--- config.mk ---
export PLATFORM = sky130hd
export DESIGN_NAME = cdo_ctrl
export DESIGN_NICKNAME = d
export VERILOG_FILES = /design/src/cdo_pkg.sv /design/src/cdo_ctrl.sv /design/src/cdo_i2c_slave.sv
export VERILOG_INCLUDE_DIRS = /design/src /design/src/src
export SDC_FILE = /design/constraint.sdc
export NUM_CORES = 1
export LEC_CHECK = 0
export ABC_AREA = 1
export BUFFER_PORTS_ARGS = -buffer_cell sky130_fd_sc_hd__buf_2
export CORE_UTILIZATION = 59
export DETAILED_ROUTE_END_ITERATION = 8
export GPL_ROUTABILITY_DRIVEN = 0
export PLACE_DENSITY = 0.79
export SLEW_MARGIN = 15
export SYNTH_ARGS = -nofsm -noshare
export SYNTH_HDL_FRONTEND = slang
export SYNTH_SLANG_ARGS = --single-unit
--- constraint.sdc ---
create_clock -name clk -period 2 [get_ports clk]
set_clock_uncertainty 0.1 [all_clocks]
set_input_delay 0.2 -clock clk [delete_from_list [all_inputs] [get_ports clk]]
set_output_delay 0.2 -clock clk [all_outputs]
set_load 0.03 [all_outputs]
--- src/cdo_map.svh ---
// Register map, address fields and timing constants of the clock divider control
`ifndef CDO_MAP_SVH
`define CDO_MAP_SVH
// Register index of the output enable mask
`define CDO_REG_OUT_EN_MASK 8'h00
`define CDO_OUT_EN_MASK_RST 8'h00
// Unused: reads always return the enable mask, whatever register index was written
`define CDO_RD_UNMAPPED     8'h00
// Fixed upper five bits of the slave address
`define CDO_ADDR_PREFIX     5'h1a
// Read/write bit position in the address byte
`define CDO_RW_BIT          0
// Bits per serial byte
`define CDO_BYTE_BITS       4'h8
// Divide-select codes
`define CDO_DIV1            2'h0
`define CDO_DIV2            2'h1
`define CDO_DIV4            2'h2
`define CDO_DIV8            2'h3
// Stop-to-output-enable limit, in ns and at the 100 ns clock
`define CDO_CLK_PERIOD_NS   100
`define CDO_EN_LIMIT_NS     1000
`define CDO_EN_LIMIT_CYC    (`CDO_EN_LIMIT_NS / `CDO_CLK_PERIOD_NS)
`endif

--- src/cdo_pkg.sv ---
// Types shared by the clock divider control design
`default_nettype none
package cdo_pkg;
    // Serial slave sequence states
    typedef enum logic [3:0] {
        SLV_IDLE, SLV_ADDR, SLV_ADDR_ACK, SLV_REG, SLV_REG_ACK,
        SLV_WDATA, SLV_WDATA_ACK, SLV_RDATA, SLV_RDATA_ACK
    } cdo_slv_state_t;
    typedef logic [1:0] cdo_div_code_t;
endpackage
`default_nettype wire

--- src/cdo_ctrl.sv ---
// Clock divider with per-pair output enables set over a serial slave port
//
// Functional notes
// - Select code 00 or open pins passes the reference clock undivided; default.
// - Select codes 01, 10, 11 divide all outputs by two, four, eight.
// - Select pins are asynchronous and are synchronised before use.
// - Enable bit zero drives the pair; one puts it in high impedance.
// - The enable bits live in serial register zero.
// - Reset clears all eight enable bits so every pair is enabled.
// - After a completed write the stored mask alone sets the enables.
// - Enable changes arrive with no timing relation to the reference clock; the code applies them only while the divided clock is low.
// - Mask bit seven maps to pair seven, bit zero to pair zero.
// - Slave answers only address 11010 followed by the two address pins.
// - Address byte bit zero selects read or write.
// - Write transactions follow start, address, register index, data, acknowledge, stop; reads skip the register index.
// - Acknowledge holds SDA low from before SCL rise until SCL fall.
// - Enable change takes effect within one microsecond of the stop at divide by one, two or four only.
`timescale 1ns/100ps
`default_nettype none
`include "cdo_map.svh"
module cdo_ctrl #(
    parameter int NUM_PAIRS = 8
) (
    // Clock, reset and enable
    input  wire logic                 clk,
    input  wire logic                 rst,
    input  wire logic                 ce,
    // Reference clock pins
    input  wire logic                 ref_clock_pos,
    input  wire logic                 ref_clock_neg,
    // Divide select and address straps
    input  wire logic                 div_select_hi,
    input  wire logic                 div_select_lo,
    input  wire logic                 addr_pin_hi,
    input  wire logic                 addr_pin_lo,
    // Serial port
    input  wire logic                 scl_in,
    input  wire logic                 sda_in,
    output logic                      sda_out,
    output logic                      sda_oe_n,
    // Clock outputs
    output logic [NUM_PAIRS-1:0]      clock_out_pair,
    output logic [NUM_PAIRS-1:0]      clock_out_pair_inv,
    output logic [NUM_PAIRS-1:0]      clock_out_oe_n
);
    localparam int EN_LIMIT = `CDO_EN_LIMIT_CYC;

    // Refuse a width the mask register cannot serve
    if (NUM_PAIRS != 8) begin : g_bad_pairs
        $error("NUM_PAIRS must equal the 8-bit mask width");
    end

    // ************************************************
    // Pin synchronisers
    // ************************************************
    logic [5:0] pin_s1_q, pin_s2_q;
    logic       ref_lvl;
    cdo_pkg::cdo_div_code_t div_select_code;
    logic [1:0] addr_pins;

    // Two stages for every asynchronous pin
    always_ff @(posedge clk) begin
        if (rst) begin
            pin_s1_q <= 6'h00;
            pin_s2_q <= 6'h00;
        end else if (ce) begin
            pin_s1_q <= {ref_clock_pos, ref_clock_neg, div_select_hi, div_select_lo,
                         addr_pin_hi, addr_pin_lo};
            pin_s2_q <= pin_s1_q;
        end
    end

    // Decoded synchronised pins
    assign ref_lvl         = pin_s2_q[5] & ~pin_s2_q[4];
    assign div_select_code = pin_s2_q[3:2];
    assign addr_pins       = pin_s2_q[1:0];

    // ************************************************
    // Divider
    // ************************************************
    logic                   ref_p_q, ref_rise;
    logic [2:0]             div_cnt_q;
    cdo_pkg::cdo_div_code_t code_q;
    logic                   div_q, div_d;

    assign ref_rise = ref_lvl & ~ref_p_q;

    // Count reference rises; new code taken only at wrap so no runt cycle
    always_ff @(posedge clk) begin
        if (rst) begin
            ref_p_q   <= 1'b0;
            div_cnt_q <= 3'h0;
            code_q    <= `CDO_DIV1;
        end else if (ce) begin
            ref_p_q <= ref_lvl;
            if (ref_rise) begin
                div_cnt_q <= div_cnt_q + 3'h1;
                if (div_cnt_q == 3'h7) begin
                    code_q <= div_select_code;
                end
            end
        end
    end

    // Level of the common divided clock
    always_comb begin
        case (code_q)
            `CDO_DIV1: div_d = ref_lvl;
            `CDO_DIV2: div_d = div_cnt_q[0];
            `CDO_DIV4: div_d = div_cnt_q[1];
            `CDO_DIV8: div_d = div_cnt_q[2];
            default:   div_d = ref_lvl;
        endcase
    end

    always_ff @(posedge clk) begin
        if (rst) begin
            div_q <= 1'b0;
        end else if (ce) begin
            div_q <= div_d;
        end
    end

    // ************************************************
    // Serial slave and enable application
    // ************************************************
    logic [7:0] mask_q;
    logic       commit_stb;
    logic [7:0] active_q;
    logic       apply_pend_q;

    cdo_i2c_slave u_slave (
        .clk        (clk),
        .rst        (rst),
        .ce         (ce),
        .scl_in     (scl_in),
        .sda_in     (sda_in),
        .sda_oe_n   (sda_oe_n),
        .addr_pins  (addr_pins),
        .mask_rd    (mask_q),
        .mask_q     (mask_q),
        .commit_stb (commit_stb)
    );

    // Open drain: the data level is always low, only the enable moves
    assign sda_out = 1'b0;

    // Move the mask to the outputs only while the clock is low
    always_ff @(posedge clk) begin
        if (rst) begin
            active_q     <= `CDO_OUT_EN_MASK_RST;
            apply_pend_q <= 1'b0;
        end else if (ce) begin
            if (commit_stb | apply_pend_q) begin
                if (~div_d) begin
                    active_q     <= mask_q;
                    apply_pend_q <= 1'b0;
                end else begin
                    apply_pend_q <= 1'b1;
                end
            end
        end
    end

    // Per-pair output flops, bit i drives pair i
    for (genvar i = 0; i < NUM_PAIRS; i++) begin : g_pair
        always_ff @(posedge clk) begin
            if (rst) begin
                clock_out_pair[i]     <= 1'b0;
                clock_out_pair_inv[i] <= 1'b1;
                clock_out_oe_n[i]     <= 1'b0;
            end else if (ce) begin
                clock_out_pair[i]     <= div_d & ~active_q[i];
                clock_out_pair_inv[i] <= ~(div_d & ~active_q[i]);
                clock_out_oe_n[i]     <= active_q[i];
            end
        end
    end

    // ************************************************
    // Checks
    // ************************************************
    logic [7:0] pend_age_q;

    // Age of an unapplied commit
    always_ff @(posedge clk) begin
        if (rst | ~apply_pend_q) begin
            pend_age_q <= 8'h00;
        end else if (ce && pend_age_q != 8'hff) begin
            pend_age_q <= pend_age_q + 8'h01;
        end
    end

    AST_DIV1_PASS: assert property (@(posedge clk) disable iff (rst)
        ce && $past(ce) && code_q == `CDO_DIV1 && active_q[0] == 1'b0
        |=> clock_out_pair[0] == $past(ref_lvl))
        else $error("divide by one does not pass reference");
    AST_DIV2_TOGGLE: assert property (@(posedge clk) disable iff (rst)
        ce && code_q == `CDO_DIV2 && ref_rise && div_cnt_q != 3'h7 ##1 ce
        |=> div_q != $past(div_q))
        else $error("divide by two does not toggle");
    AST_OE_FOLLOWS: assert property (@(posedge clk) disable iff (rst)
        ce |=> clock_out_oe_n == $past(active_q))
        else $error("output enable not following mask");
    AST_RESET_EN: assert property (@(posedge clk)
        rst |=> active_q == 8'h00 && mask_q == 8'h00 && clock_out_oe_n == 8'h00)
        else $error("reset did not enable all pairs");
    AST_COMMIT_APPLY: assert property (@(posedge clk) disable iff (rst)
        ce && commit_stb && !div_d |=> active_q == $past(mask_q))
        else $error("committed mask not applied");
    AST_DIS_LOW: assert property (@(posedge clk) disable iff (rst)
        ce && active_q[7] |=> clock_out_pair[7] == 1'b0)
        else $error("disabled pair seven still toggles");
    AST_NO_RUNT: assert property (@(posedge clk) disable iff (rst)
        ce && div_d |=> $stable(active_q))
        else $error("enable changed while clock high");
    AST_EN_LIMIT: assert property (@(posedge clk) disable iff (rst)
        code_q != `CDO_DIV8 |-> pend_age_q < 8'(EN_LIMIT))
        else $error("enable change later than limit");
    AST_EN_ONLY_COMMIT: assert property (@(posedge clk) disable iff (rst)
        ce && !commit_stb && !apply_pend_q |=> $stable(active_q))
        else $error("enables changed without a committed write");
endmodule
`default_nettype wire

--- src/cdo_i2c_slave.sv ---
// Serial slave port holding the enable mask
`timescale 1ns/100ps
`default_nettype none
`include "cdo_map.svh"
module cdo_i2c_slave (
    // Clock and reset
    input  wire logic       clk,
    input  wire logic       rst,
    input  wire logic       ce,
    // Serial pins
    input  wire logic       scl_in,
    input  wire logic       sda_in,
    output logic            sda_oe_n,
    // Address straps, already synchronised
    input  wire logic [1:0] addr_pins,
    // Register side
    input  wire logic [7:0] mask_rd,
    output logic [7:0]      mask_q,
    output logic            commit_stb
);
    // ************************************************
    // Pin synchronisers and bus conditions
    // ************************************************
    logic [1:0] scl_s_q, sda_s_q;
    logic       scl_p_q, sda_p_q;
    logic       scl_rise, scl_fall, start_c, stop_c;

    // Two stages before any logic, then a delay stage for edges
    always_ff @(posedge clk) begin
        if (rst) begin
            scl_s_q <= 2'h3;
            sda_s_q <= 2'h3;
            scl_p_q <= 1'b1;
            sda_p_q <= 1'b1;
        end else if (ce) begin
            scl_s_q <= {scl_s_q[0], scl_in};
            sda_s_q <= {sda_s_q[0], sda_in};
            scl_p_q <= scl_s_q[1];
            sda_p_q <= sda_s_q[1];
        end
    end

    // Edges and start/stop detection
    assign scl_rise = scl_s_q[1] & ~scl_p_q;
    assign scl_fall = ~scl_s_q[1] & scl_p_q;
    assign start_c  = scl_s_q[1] & scl_p_q & sda_p_q & ~sda_s_q[1];
    assign stop_c   = scl_s_q[1] & scl_p_q & ~sda_p_q & sda_s_q[1];

    // ************************************************
    // Byte sequencer
    // ************************************************
    cdo_pkg::cdo_slv_state_t st_q;
    logic [3:0] cnt_q;
    logic [7:0] sh_q, tx_q, idx_q, wbuf_q;
    logic       rw_q, ack_q, drv_q, nack_q, pend_q;

    // Sample on SCL rise, act and drive on SCL fall
    always_ff @(posedge clk) begin
        if (rst) begin
            st_q   <= cdo_pkg::SLV_IDLE;
            cnt_q  <= 4'h0;
            sh_q   <= 8'h00;
            tx_q   <= 8'h00;
            idx_q  <= 8'h00;
            wbuf_q <= 8'h00;
            rw_q   <= 1'b0;
            ack_q  <= 1'b0;
            drv_q  <= 1'b0;
            nack_q <= 1'b0;
            pend_q <= 1'b0;
        end else if (ce) begin
            if (stop_c) begin
                st_q  <= cdo_pkg::SLV_IDLE;
                ack_q <= 1'b0;
                drv_q <= 1'b0;
                pend_q <= 1'b0;
            end else if (start_c) begin
                st_q  <= cdo_pkg::SLV_ADDR;
                cnt_q <= 4'h0;
                ack_q <= 1'b0;
                drv_q <= 1'b0;
            end else if (scl_rise) begin
                sh_q   <= {sh_q[6:0], sda_s_q[1]};
                cnt_q  <= cnt_q + 4'h1;
                nack_q <= sda_s_q[1];
            end else if (scl_fall) begin
                case (st_q)
                    cdo_pkg::SLV_ADDR: begin
                        if (cnt_q == `CDO_BYTE_BITS) begin
                            if (sh_q[7:1] == {`CDO_ADDR_PREFIX, addr_pins}) begin
                                ack_q <= 1'b1;
                                rw_q  <= sh_q[`CDO_RW_BIT];
                                st_q  <= cdo_pkg::SLV_ADDR_ACK;
                            end else begin
                                st_q <= cdo_pkg::SLV_IDLE;
                            end
                        end
                    end
                    cdo_pkg::SLV_ADDR_ACK: begin
                        ack_q <= 1'b0;
                        cnt_q <= 4'h0;
                        if (rw_q) begin
                            st_q  <= cdo_pkg::SLV_RDATA;
                            tx_q  <= mask_rd;
                            drv_q <= ~mask_rd[7];
                        end else begin
                            st_q <= cdo_pkg::SLV_REG;
                        end
                    end
                    cdo_pkg::SLV_REG: begin
                        if (cnt_q == `CDO_BYTE_BITS) begin
                            idx_q <= sh_q;
                            ack_q <= 1'b1;
                            st_q  <= cdo_pkg::SLV_REG_ACK;
                        end
                    end
                    cdo_pkg::SLV_WDATA: begin
                        if (cnt_q == `CDO_BYTE_BITS) begin
                            if (idx_q == `CDO_REG_OUT_EN_MASK) begin
                                wbuf_q <= sh_q;
                                pend_q <= 1'b1;
                            end
                            ack_q <= 1'b1;
                            st_q  <= cdo_pkg::SLV_WDATA_ACK;
                        end
                    end
                    cdo_pkg::SLV_REG_ACK, cdo_pkg::SLV_WDATA_ACK: begin
                        ack_q <= 1'b0;
                        cnt_q <= 4'h0;
                        st_q  <= cdo_pkg::SLV_WDATA;
                    end
                    cdo_pkg::SLV_RDATA: begin
                        if (cnt_q == `CDO_BYTE_BITS) begin
                            drv_q <= 1'b0;
                            st_q  <= cdo_pkg::SLV_RDATA_ACK;
                        end else begin
                            tx_q  <= {tx_q[6:0], 1'b0};
                            drv_q <= ~tx_q[6];
                        end
                    end
                    cdo_pkg::SLV_RDATA_ACK: begin
                        cnt_q <= 4'h0;
                        if (nack_q) begin
                            st_q <= cdo_pkg::SLV_IDLE;
                        end else begin
                            st_q  <= cdo_pkg::SLV_RDATA;
                            tx_q  <= mask_rd;
                            drv_q <= ~mask_rd[7];
                        end
                    end
                    default: st_q <= cdo_pkg::SLV_IDLE;
                endcase
            end
        end
    end

    // Mask takes a written byte only when the write ends with a stop
    always_ff @(posedge clk) begin
        if (rst) begin
            mask_q     <= `CDO_OUT_EN_MASK_RST;
            commit_stb <= 1'b0;
        end else if (ce) begin
            commit_stb <= stop_c & pend_q;
            if (stop_c & pend_q) begin
                mask_q <= wbuf_q;
            end
        end
    end

    // Open-drain SDA: pulled low while acking or sending a zero
    assign sda_oe_n = ~(ack_q | drv_q);

    // SDA moves only after a detected SCL fall or a bus condition
    AST_SDA_ON_FALL: assert property (@(posedge clk) disable iff (rst)
        $changed(sda_oe_n) |-> $past(scl_fall | start_c | stop_c))
        else $error("SDA changed while SCL high");
    // Acknowledge stands until the following SCL fall
    AST_ACK_HOLD: assert property (@(posedge clk) disable iff (rst)
        ce && ack_q && !scl_fall && !start_c && !stop_c |=> ack_q)
        else $error("acknowledge released before SCL fall");
endmodule
`default_nettype wire

==> results.cfg <==
[place]
dp.cells = 710
io_buffers = 35
dp_hpwl_mm = 6.639
dpl_cell_area_um2 = 4692
post-place-ws_ps = 174.1

[critical_path]
cp-start-kind = register
endpoint_kind = register
worst_ep_required_time_ps = 2170
critPathMaxFanout = 10
cp.arrival_ps = 2000
crit_type = register to register

[drt]
drt_iter0_drc = 270
num_vias = 3919
drt-vias-per-instance = 5.325
firstDrtPassIters = 5
route.detailed.drc = 0
routedWlPerCell_um = 13.01
wl_mm = 9.577
antenna_left = 0

[finish]
area_growth_pct = 12.36
stdcell_count = 736
final_area_um2 = 4984
postLayoutCoreUtil = 0.6871
diodes = 0
drive_gt1_frac = 0.1319
nNetsFinal = 647

[synth]
postSynthCellCount = 592
synth.top_cells.by_area = dfxtp_1 (49%), nand2_1 (9.5%), a21oi_1 (8.7%)
yosysTopAreaCell = dfxtp_1
synth_top_area_frac = 0.4920
syn_avg_cell_area_um2 = 7.492
syn_nets = 607
yosysUniqueCellTypes = 30
synth-seq-cells = 109
seq_area_frac_synth = 0.4920
syn_area_um2 = 4436
yosys_warnings = 0

[grt]
grt_max_degree = 42
grt_pass1_vias = 3469
grt_pass1_wl_mm = 15.64
grt_overflow = 0
grt_antenna_before_repair = 0
grt_util_all_layers = 0.2589

[sta]
rsz0062_at_grt = false
drv_slew = 0
setup_violations = 0
min_period_ps = 1830
hold_viol = 0
setup_slack_ps = 169.5
period_share = 0.9152
max_freq_mhz = 546.3
finalSetupTns_ps = 0

[floorplan]
fp.dieW_um = 88.71
rows = 31
die_area_um2 = 7869
initial_core_util = 0.6115
core_area_um2 = 7253
io_pins = 37
chipHeight_um = 88.71

[power]
vdd.ir_drop.worst_mv = 0.5718
powerDensity_nw_per_um2 = 793.1
p_leak_uw = 0.002143

[clock_tree]
cts_buffers = 9
clk_latency_ps = 370
cts_root_buf = clkbuf_8
h-tree-depth = 3
clk_path_buf_depth = 2
cts_tree = done
clkTransAtPathRegs_ps = 100
clkSinkCount = 109

[flow_run]
drv_cap = 0

[min_path]
hold_path.class = primary input to register

[run_status]
status = completed
==> flip-flops by register name, summed over array words and instances, names as in the netlist, 8 cells and up <==
signal	cells
active_q	8
clock_out_oe_n	8
clock_out_pair	8
clock_out_pair_inv	8
u_slave.idx_q	8
u_slave.mask_q	8
u_slave.sh_q	8
u_slave.wbuf_q	8
==> routing by layer <==
| metal | global-route usage | vias up | share of wire |
|---|---|---|---|
| met2 | 0.4182 | 102 | 0.48 |
| met1 | 0.3400 | 1794 | 0.46 |
| met5 | 0 | - | 0 |
| met4 | 0.09824 | 0 | 0.019 |
| met3 | 0.05690 | 16 | 0.048 |
| li1 | - | 2007 | - |
==> cells in the final DEF (no fill, tap or decap), types with 2 or more instances in the layout <==
master and instances:
a21oi_1 77, a21oi_2 3, buf_12 2, buf_2 35
buf_4 9, clkbuf_8 10, clkinv_2 2, clkinvlp_4 2
dfxtp_1 109, dlygate4sd3_1 8, ha_1 4, inv_1 47
inv_2 5, nand2_1 112, nand2_2 5, nand3_1 25
nand4_1 6, nor2_1 76, nor2_2 2, nor2_4 5
nor3_1 4, o211ai_1 2, o21a_1 9, o21ai_0 68
==> critical path, cell delays in order (launching register included) <==
cell	delay [ps]
dfxtp_1	340
inv_1	90
ha_1	150
nand2_1	50
nor2_1	160
inv_1	170
nor2_4	240
nand2_2	150
o21ai_0	220
nor2_1	50
==> final timing paths <==
path	cells after the start	slack (ps)	from	endpoint
setup / recovery	9	170	u_slave.cnt_q[0]	u_slave.idx_q[2]
hold / removal	3	80	ce	clock_out_oe_n[5]
hold reg to reg	1	360	clock_out_pair[3]	clock_out_pair[3]
setup reg to reg	9	170	u_slave.cnt_q[0]	u_slave.idx_q[2]
==> cells by family after synthesis <==
group | after synthesis | share of synthesized area
simple gates | 236 | 0.2251
compound gates | 162 | 0.1944
flops | 109 | 0.4920
buf+inv | 78 | 0.07249
fa+ha+maj | 4 | 0.01128
xor+xnor | 2 | 0.003950
other cells | 1 | 0.0008455
==> synthesized netlist by cell type (all sizes together) <==
library cell	n
nand2	117
dfxtp	109
nor2	83
a21oi	80
o21ai	69
inv	52
nand3	26
clkbuf	13
buf	12
o21a	9
nand4	6
ha	4
nor3	4
o211ai	3
a31oi	1
clkinv	1
conb	1
xnor2	1
xor2	1
==> report_power, final <==
group / total (uW) / internal [uW] / switching [uW]
Sequential: 2290 / 2240 / 46.6
Clock: 1210 / 488 / 726
Combinational: 453 / 143 / 309
Total: 3950 / 2870 / 1080
==> timing repair <==
action | in CTS | in global routing
gates resized for setup | 0 | 1
hold buffers | 8 | 0
endpoints found under the setup margin | 0 | 10
hold endpoints to repair | 8 | 0
buffers inserted | 0 | 2
==> layout make-up <==
class | instances | area, um^2
Clock buffer | 11 | 141.4
Clock inverter | 5 | 33.78
Fill cell | 623 | 2270
Inverter | 53 | 198.9
Multi-Input combinational cell | 405 | 1941
Sequential cell | 109 | 2182
Tap cell | 99 | 123.9
Timing Repair Buffer | 54 | 362.8
==> stage by stage <==
stage | power (uW) | hold WS [ps]
6_report | 3953 | 79.59
3_3_place_gp | 2751 | 312.1
5_1_grt | 4121 | 89.37
4_1_cts | 3959 | 60.24
2_1_floorplan | 2651 | 226.3
3_5_place_dp | 2769 | 322.2
No activity file was read; power rests on OpenSTA's default activity.
